**src/design/rfoc_params.svh**
```systemverilog
// Constants for the receive framing overhead capture block.
// Assumes inclusion by bare name from the design module.
`ifndef RFOC_PARAMS_SVH
`define RFOC_PARAMS_SVH
// Register offsets
`define RFOC_OFS_SYNC_DL     8'h62
`define RFOC_OFS_BOC         8'h63
`define RFOC_OFS_SEL_64      8'h64
`define RFOC_OFS_SEL_65      8'h65
`define RFOC_OFS_SEL_66      8'h66
`define RFOC_OFS_INTL_ODD    8'h67
`define RFOC_OFS_RALARM      8'h68
`define RFOC_OFS_SPARE4      8'h69
`define RFOC_OFS_SPARE5      8'h6a
`define RFOC_OFS_SPARE6      8'h6b
// Reset and fixed values
`define RFOC_RST_BYTE        8'h00
`define RFOC_FAS_PATTERN     7'h1b
`define RFOC_CNT_MAX         6'h3f
`define RFOC_LAST_FRAME      4'hf
`endif

```
**src/design/rfoc_pkg.sv**
```systemverilog
// Types for the receive framing overhead capture block.
// Assumes rfoc_params.svh is on the include path.
package rfoc_pkg;
   // Per-frame E1 overhead captured at the time-slot-0 strobe
   typedef struct packed {
      logic       intl;
      logic       ralarm;
      logic [4:0] spare;  // Sa4 in bit 4 down to Sa8 in bit 0
   } rfoc_e1_ts0_t;

   // Synchroniser status levels
   typedef struct packed {
      logic crc4_mf_hunting;
      logic sig_mf_hunting;
      logic frame_align_hunting;
   } rfoc_hunt_t;

   // Multiframe assembly state
   typedef enum logic [1:0] {RFOC_IDLE, RFOC_COLLECT} rfoc_mf_state_t;

   // Whole state of the block
   typedef struct packed {
      logic [5:0]     crc4_search_count;
      logic [2:0]     hunt;
      logic [5:0]     rx_bit_code;
      logic [7:0]     rx_data_link_bits;
      logic [7:0]     loop1;
      logic [7:0]     loop2;
      logic [7:0]     loop3;
      logic [7:0]     align_frame;
      logic [7:0]     nonalign_frame;
      logic [7:0]     intl_even_acc;
      logic [7:0]     intl_odd_acc;
      logic [7:0]     ralarm_acc;
      logic [7:0]     sp4_acc;
      logic [7:0]     sp5_acc;
      logic [7:0]     sp6_acc;
      logic [7:0]     intl_even;
      logic [7:0]     intl_odd;
      logic [7:0]     ralarm;
      logic [7:0]     sp4;
      logic [7:0]     sp5;
      logic [7:0]     sp6;
      rfoc_mf_state_t mf_state;
      logic [7:0]     rd_data;
   } rfoc_state_t;
endpackage : rfoc_pkg

```
**src/design/rfoc_capture.sv**
```systemverilog
// Receive framing overhead capture: CRC-4 search counter, hunt status,
// T1 bit code and data link, loop-carrier link, E1 per-frame overhead.
// Assumes framer strobes and mode bits come from logic on ref_clk_in.
//
// Functional notes
// - Count each expired 8ms CRC-4 search.
// - Clear count on CRC-4 multiframe sync.
// - Clear count while CRC-4 mode disabled.
// - Six-bit counter saturates, never wraps.
// - Read count bits 5..2 and 0.
// - Sync status bits are live, unlatched.
// - Bit 2 shows CRC-4 multiframe hunting.
// - Bit 1 shows signalling multiframe hunting.
// - Bit 0 shows basic frame hunting.
// - Bit code holds last valid code.
// - T1 data link holds FDL or Fs.
// - First received bit lands in bit 0.
// - D4 updates per multiframe, Fs in 0..5.
// - Three registers hold loop-carrier link fields.
// - Align frame: intl bit plus pattern.
// - Non-align frame: intl, one, alarm, spares.
// - Even frame intl bits, 14 high.
// - Odd frame intl bits, 15 high.
// - Odd frame remote alarm bits captured.
// - Odd frame Sa4..Sa6 bits captured.
// - Offsets 62, 64-66 decode by mode.
// - Mode select: 0 T1, 1 E1.
// - CRC-4 enable gates only the search counter.
// - Frame format: 0 ESF, 1 D4.
`timescale 1ns/1ps
`include "rfoc_params.svh"

module rfoc_capture
   (
   // Clock and reset
   input  wire logic                  ref_clk_in,
   input  wire logic                  rst_n_in,
   // Mode configuration
   input  wire logic                  rx_line_standard_sel_in,
   input  wire logic                  crc4_rx_enable_in,
   input  wire logic                  rx_frame_format_sel_in,
   // Synchroniser events and status
   input  wire logic                  crc4_search_expired_in,
   input  wire logic                  crc4_mf_synced_in,
   input  wire rfoc_pkg::rfoc_hunt_t  hunt_in,
   // T1 overhead
   input  wire logic                  bit_code_valid_in,
   input  wire logic [5:0]            bit_code_in,
   input  wire logic                  data_link_valid_in,
   input  wire logic [7:0]            data_link_in,
   input  wire logic                  fs_mf_done_in,
   input  wire logic [5:0]            fs_bits_in,
   input  wire logic                  loop_link_valid_in,
   input  wire logic [10:0]           loop_c_in,
   input  wire logic [2:0]            loop_m_in,
   input  wire logic [1:0]            loop_a_in,
   input  wire logic [3:0]            loop_s_in,
   // E1 time slot 0
   input  wire logic                  ts0_valid_in,
   input  wire logic [3:0]            frame_num_in,
   input  wire rfoc_pkg::rfoc_e1_ts0_t ts0_in,
   input  wire logic                  frame_aligned_in,
   // Register read port and ignored write inputs
   input  wire logic                  rd_en_in,
   input  wire logic [7:0]            rd_addr_in,
   input  wire logic                  wr_en_in,
   input  wire logic [7:0]            wr_data_in,
   output logic      [7:0]            rd_data_out
   );

   // ************************************************************
   // Helpers
   // ************************************************************

   // Spread a bit into its frame position within an 8-bit capture
   function automatic logic [7:0] rfoc_place(input logic [7:0] acc, input logic [2:0] idx, input logic b);
      logic [7:0] r;
      r      = acc;
      r[idx] = b;
      return r;
   endfunction : rfoc_place

   // Saturating increment of the CRC-4 search counter
   function automatic logic [5:0] rfoc_sat_inc(input logic [5:0] v);
      return (v == `RFOC_CNT_MAX) ? v : v + 6'h01;
   endfunction : rfoc_sat_inc

   // ************************************************************
   // State
   // ************************************************************

   rfoc_pkg::rfoc_state_t state_reg;
   rfoc_pkg::rfoc_state_t state_next;
   logic                  e1_mode;
   logic                  wr_ignored;
   logic [2:0]            slot;

   assign e1_mode    = rx_line_standard_sel_in;
   assign slot       = frame_num_in[3:1];
   // Writes have no target in this block; they are dropped
   assign wr_ignored = wr_en_in & (|wr_data_in);

   // Next-state logic
   always_comb
   begin
      state_next      = state_reg;
      // Live hunt status, no latching
      state_next.hunt = hunt_in;

      // CRC-4 search counter: clear has priority over a count
      if (!e1_mode || !crc4_rx_enable_in)
      begin
         state_next.crc4_search_count = 6'h00;
      end
      else if (crc4_mf_synced_in)
      begin
         state_next.crc4_search_count = 6'h00;
      end
      else if (crc4_search_expired_in)
      begin
         state_next.crc4_search_count = rfoc_sat_inc(state_reg.crc4_search_count);
      end

      // T1 overhead
      if (!e1_mode)
      begin
         if (bit_code_valid_in)
         begin
            state_next.rx_bit_code = bit_code_in;
         end
         // D4 reports Fs per multiframe, ESF reports FDL bytes
         if (rx_frame_format_sel_in && fs_mf_done_in)
         begin
            state_next.rx_data_link_bits = {2'b00, fs_bits_in};
         end
         else if (!rx_frame_format_sel_in && data_link_valid_in)
         begin
            state_next.rx_data_link_bits = data_link_in;
         end
         if (loop_link_valid_in)
         begin
            state_next.loop1 = loop_c_in[7:0];
            state_next.loop2 = {loop_m_in[1], loop_m_in[0], 3'b010, loop_c_in[10:8]};
            state_next.loop3 = {1'b1, loop_s_in, loop_a_in, loop_m_in[2]};
         end
      end

      // E1 per-frame overhead
      case (state_reg.mf_state)
         rfoc_pkg::RFOC_IDLE:
         begin
            if (e1_mode && frame_aligned_in && ts0_valid_in && frame_num_in == `RFOC_LAST_FRAME)
            begin
               state_next.mf_state = rfoc_pkg::RFOC_COLLECT;
            end
         end
         rfoc_pkg::RFOC_COLLECT:
         begin
            if (!e1_mode || !frame_aligned_in)
            begin
               state_next.mf_state = rfoc_pkg::RFOC_IDLE;
            end
            else if (ts0_valid_in)
            begin
               if (!frame_num_in[0])
               begin
                  state_next.intl_even_acc = rfoc_place(state_reg.intl_even_acc, slot, ts0_in.intl);
                  state_next.align_frame   = {ts0_in.intl, `RFOC_FAS_PATTERN};
               end
               else
               begin
                  state_next.intl_odd_acc = rfoc_place(state_reg.intl_odd_acc, slot, ts0_in.intl);
                  state_next.ralarm_acc   = rfoc_place(state_reg.ralarm_acc, slot, ts0_in.ralarm);
                  state_next.sp4_acc      = rfoc_place(state_reg.sp4_acc, slot, ts0_in.spare[4]);
                  state_next.sp5_acc      = rfoc_place(state_reg.sp5_acc, slot, ts0_in.spare[3]);
                  state_next.sp6_acc      = rfoc_place(state_reg.sp6_acc, slot, ts0_in.spare[2]);
                  state_next.nonalign_frame = {ts0_in.intl, 1'b1, ts0_in.ralarm, ts0_in.spare};
               end
               // Publish a whole multiframe at once, never a mix of two
               if (frame_num_in == `RFOC_LAST_FRAME)
               begin
                  state_next.intl_even = state_next.intl_even_acc;
                  state_next.intl_odd  = state_next.intl_odd_acc;
                  state_next.ralarm    = state_next.ralarm_acc;
                  state_next.sp4       = state_next.sp4_acc;
                  state_next.sp5       = state_next.sp5_acc;
                  state_next.sp6       = state_next.sp6_acc;
               end
            end
         end
         default:
         begin
            state_next.mf_state = rfoc_pkg::RFOC_IDLE;
         end
      endcase

      // Read mux, registered; reads change no state
      state_next.rd_data = `RFOC_RST_BYTE;
      if (rd_en_in)
      begin
         case (rd_addr_in)
            `RFOC_OFS_SYNC_DL:
               state_next.rd_data = e1_mode ? {state_reg.crc4_search_count[5:2], state_reg.crc4_search_count[0],
                                               hunt_in} : state_reg.rx_data_link_bits;
            `RFOC_OFS_BOC:       state_next.rd_data = {2'b00, state_reg.rx_bit_code};
            `RFOC_OFS_SEL_64:    state_next.rd_data = e1_mode ? state_reg.align_frame : state_reg.loop1;
            `RFOC_OFS_SEL_65:    state_next.rd_data = e1_mode ? state_reg.nonalign_frame : state_reg.loop2;
            `RFOC_OFS_SEL_66:    state_next.rd_data = e1_mode ? state_reg.intl_even : state_reg.loop3;
            `RFOC_OFS_INTL_ODD:  state_next.rd_data = state_reg.intl_odd;
            `RFOC_OFS_RALARM:    state_next.rd_data = state_reg.ralarm;
            `RFOC_OFS_SPARE4:    state_next.rd_data = state_reg.sp4;
            `RFOC_OFS_SPARE5:    state_next.rd_data = state_reg.sp5;
            `RFOC_OFS_SPARE6:    state_next.rd_data = state_reg.sp6;
            default:             state_next.rd_data = `RFOC_RST_BYTE;
         endcase
      end
   end

   // State register
   always_ff @(posedge ref_clk_in)
   begin
      if (!rst_n_in)
      begin
         state_reg          <= '0;
         state_reg.mf_state <= rfoc_pkg::RFOC_IDLE;
      end
      else
      begin
         state_reg <= state_next;
      end
   end

   assign rd_data_out = state_reg.rd_data;

   // ************************************************************
   // Checks
   // ************************************************************

   AST_CNT_CLR_DIS: assert property (@(posedge ref_clk_in) disable iff (!rst_n_in)
      !crc4_rx_enable_in |=> state_reg.crc4_search_count == 6'h00)
      else $error("search count not cleared with CRC-4 off");

   AST_CNT_CLR_SYNC: assert property (@(posedge ref_clk_in) disable iff (!rst_n_in)
      crc4_mf_synced_in |=> state_reg.crc4_search_count == 6'h00)
      else $error("search count not cleared on sync");

   AST_CNT_INC: assert property (@(posedge ref_clk_in) disable iff (!rst_n_in)
      (e1_mode && crc4_rx_enable_in && !crc4_mf_synced_in && crc4_search_expired_in &&
       state_reg.crc4_search_count != `RFOC_CNT_MAX)
      |=> state_reg.crc4_search_count == $past(state_reg.crc4_search_count) + 6'h01)
      else $error("search count did not step");

   AST_CNT_SAT: assert property (@(posedge ref_clk_in) disable iff (!rst_n_in)
      (state_reg.crc4_search_count == `RFOC_CNT_MAX && e1_mode && crc4_rx_enable_in && !crc4_mf_synced_in)
      |=> state_reg.crc4_search_count == `RFOC_CNT_MAX)
      else $error("search count wrapped");

   AST_SYNC_READ: assert property (@(posedge ref_clk_in) disable iff (!rst_n_in)
      (rd_en_in && rd_addr_in == `RFOC_OFS_SYNC_DL && e1_mode)
      |=> rd_data_out[7:3] == {$past(state_reg.crc4_search_count[5:2]), $past(state_reg.crc4_search_count[0])})
      else $error("search count read layout wrong");

   AST_HUNT_LIVE: assert property (@(posedge ref_clk_in) disable iff (!rst_n_in)
      (rd_en_in && rd_addr_in == `RFOC_OFS_SYNC_DL && e1_mode) |=> rd_data_out[2:0] == $past(hunt_in))
      else $error("hunt status not live");

   // A dropped write must never turn into read data
   AST_WR_IGNORED: assert property (@(posedge ref_clk_in) disable iff (!rst_n_in)
      (wr_ignored && !rd_en_in) |=> rd_data_out == `RFOC_RST_BYTE)
      else $error("write changed read data");

   AST_BOC_TOP: assert property (@(posedge ref_clk_in) disable iff (!rst_n_in)
      (rd_en_in && rd_addr_in == `RFOC_OFS_BOC) |=> rd_data_out[7:6] == 2'b00)
      else $error("bit code upper bits not zero");

   AST_D4_FS: assert property (@(posedge ref_clk_in) disable iff (!rst_n_in)
      (!e1_mode && rx_frame_format_sel_in && fs_mf_done_in)
      |=> state_reg.rx_data_link_bits == {2'b00, $past(fs_bits_in)})
      else $error("Fs bits not captured");

   AST_MF_PUBLISH: assert property (@(posedge ref_clk_in) disable iff (!rst_n_in)
      (state_reg.mf_state == rfoc_pkg::RFOC_COLLECT && e1_mode && frame_aligned_in && ts0_valid_in &&
       frame_num_in == `RFOC_LAST_FRAME)
      |=> state_reg.intl_odd[7] == $past(ts0_in.intl) && state_reg.ralarm[7] == $past(ts0_in.ralarm))
      else $error("multiframe capture not published");

endmodule : rfoc_capture

```
**config.mk**
```make
export PLATFORM = sky130hd
export DESIGN_NAME = rfoc_capture
export DESIGN_NICKNAME = d
export VERILOG_FILES = /design/src/design/rfoc_pkg.sv /design/src/design/rfoc_capture.sv
export VERILOG_INCLUDE_DIRS = /design/src /design/src/design
export SDC_FILE = /design/constraint.sdc
export NUM_CORES = 1
export LEC_CHECK = 0
export BUFFER_PORTS_ARGS = -buffer_cell sky130_fd_sc_hd__buf_2
export CAP_MARGIN = 25
export CORE_UTILIZATION = 53
export CTS_CLUSTER_SIZE = 16
export DETAILED_ROUTE_END_ITERATION = 10
export MAX_ROUTING_LAYER = met4
export PLACE_DENSITY = 0.8
export SYNTH_ARGS = -nofsm -noshare
export SYNTH_HDL_FRONTEND = slang
export SYNTH_SLANG_ARGS = --single-unit
```
**constraint.sdc**
```tcl
create_clock -name ref_clk_in -period 1.4 [get_ports ref_clk_in]
set_input_delay 0.14 -clock ref_clk_in [delete_from_list [all_inputs] [get_ports ref_clk_in]]
set_output_delay 0.14 -clock ref_clk_in [all_outputs]
set_load 0.02 [all_outputs]
```
==> metrics.yaml <==
status: "finished, violations left"
violations: "setup timing"
async_flop_share: 0
setup.worst_path.class: "reg -> reg"
ys.flop_type: "dfxtp_1"
final_cell_mix: "dfxtp_1 (148), nand2_1 (130), mux2i_1 (89), buf_2 (82), buf_4 (75)"
track_usage: 0.291
synth_area_leaders: "dfxtp_1 (40%), mux2i_1 (12%), nand2_1 (7.5%)"
final.min_clock_period_ps: 1450
vias: 6688
rsz0062_at_grt: "true"
dieWidth_um: 121
syn_nets: 894
insertion_delay_ps: 440
drive_above_1_share: 0.294
netlist.top_cell.by_area: "dfxtp_1"
pwr-share-seq: 0.421
place_congestion: 0.935
syn_to_final_growth_pct: 32.4
startpoint_type: "register"
final.fill_count: 931
pwr-share-comb: 0.087
yosysTopAreaCellShare: 0.405
dp_hpwl_mm: 12.8
clkPwrFrac: 0.492
critPathArrivalTime_ps: 1770
largest_register_ffs: 143
netlist_area_mm2: 0.00747
coreArea_mm2: 0.0138
setup_viol: 27
end_kind: "register"
grt_overflow: 0
ir_drop_mv: 0.936
grt_max_degree: 84
clkSlewWorstSetupHoldPaths_ps: 60
dieArea_mm2: 0.0146
tightestPinTransition_ps: 374
seq_area_frac_synth: 0.405
clock-sinks: 151
relSlewSlack: 0.743
ys_warn_count: 0
drt_wl_total_mm: 21.6
path_max_fanout: 7
clock_skew_ps: 7.71
power.density_mw_per_mm2: 1050
layout.nets: 1043
initial_utilization: 0.540
finalPower_mw: 10.4
detail-route-antenna-nets: 0
diodes: 0
cts_max_level: 4
hold_slack_ps: 2.01
yosys.cell_types.count: 60
p_int_mw: 8.01
hp-class: "in -> reg"
switchingPower_mw: 2.40
grt_pass1_vias: 6249
cts_tree: "built"
p_sw_frac: 0.231
synth-seq-cells: 151
synth_edf_count: 0
grt_pass1_wl_mm: 31.6
drc: 0
routedWlPerCell_um: 18.8
drt_iter0_markers: 558
setup_slack_ps: -48.1
cts_inserted_buffers: 17
drv_slew: 0
total_leakage_power_nw: 4.24
maxCapViolCount: 0
io_buffer_count: 83
routed_via_density: 5.82
cts.path.max_buffers: 2
final_common_cell: "dfxtp_1"
pin_count: 93
die_h_um: 121
fin_crit_sh: 1.03
drt_pass1_iterations: 6
fmax_mhz: 691
num_rows: 43
syn_inst: 808
antenna_found_initial: 0
timing.final.hold_violations: 0
clock-root-buffer: "clkbuf_16"
required_ps: 1720
syn_area_per_cell_um2: 9.25
==> logic make-up after synthesis <==
logic type,count (synthesis),share of synthesized area
AOI/OAI and AO/OA,170,0.177
xor gates and xnor gates,5,0.00586
adders and majority gates,1,0.00167
buffers and inverters,83,0.0574
DFF,151,0.405
muxes,107,0.154
and+or+nand+nor,291,0.200
==> cell type report <==
type	instances	area, µm²	area share
repair buffers	212	1760	0.177
clock inverters	14	223	0.0225
multi-input cells	574	4220	0.426
well taps	180	225	0.0228
flip-flops and latches	151	3030	0.306
inverters	1	3.75	0.000380
clock buffers	18	439	0.0444
==> power groups by stage <==
stage          logic [mW]  clock network [mW]  registers, mW
3_3_place_gp        0.790                   0           4.48
2_1_floorplan       0.456                   0           4.46
6_report            0.900                5.12           4.38
3_5_place_dp        0.799                   0           4.48
5_1_grt             0.955                5.35           4.38
4_1_cts             0.866                5.12           4.38
==> critical path, cell delays in order (launching register included) <==
cell and delay [ps]:
dfxtp_4 370, buf_6 100, nand3_4 70, nor3_4 210, buf_6 200, clkbuf_16 190, nand3_2 70, o211a_1 120
==> cells in the mapped netlist, types with 3 or more instances <==
cell,instances
buf_2,25
o211ai_1,3
and3_1,4
buf_4,15
mux2i_1,91
a21boi_1,9
mux4_2,5
o21a_1,5
nor2_1,20
nand2b_1,9
clkbuf_1,36
a21boi_0,43
a22oi_1,3
nand3_1,30
buf_6,4
a21oi_1,7
a31oi_1,5
o21ai_0,30
a32oi_1,4
dfxtp_1,151
and2_1,4
nand2_1,149
a22o_1,3
o211a_1,42
nor3_1,7
xor2_1,3
nor2b_1,46
nor3_4,4
mux2_2,11
==> stage by stage <==
step	cells	TNS (ps)	area, µm²	setup slack, ps	utilization
global placement	1074	-998	8460	-99.5	0.612
global route	1150	-2740	9890	-85.4	0.715
floorplan	808	0	7480	3.12	-
CTS	1143	-20.4	9550	-11.0	0.690
finish	1150	-552	9890	-48.1	0.715
detailed placement	1074	-3280	8460	-121	0.612
==> routing by layer <==
metal | GRT usage | share of wire
met1 | 0.348 | 0.41
met2 | 0.472 | 0.48
met3 | 0.0613 | 0.062
met4 | 0.127 | 0.041
met5 | - | 0
==> worst paths after layout <==
check | from | slack, ps | cells past startpoint | endpoint
max | state_reg[8] | -50 | 7 | state_reg[55]
min | data_link_in[6] | 2 | 3 | state_reg[152]
max reg2reg | state_reg[8] | -50 | 7 | state_reg[55]
min reg2reg | state_reg[88] | 460 | 2 | state_reg[40]
==> repair_timing <==
item / CTS / global route
gates resized for setup: 11 / 60
buffers inserted: 7 / 2
hold buffers: 28 / 0
gates cloned: 2 / 5
endpoints found under the setup margin: 78 / 87
hold endpoints to repair: 28 / 0
pin swaps: 4 / 6
Note: power is estimated with default switching activity, not from simulation.
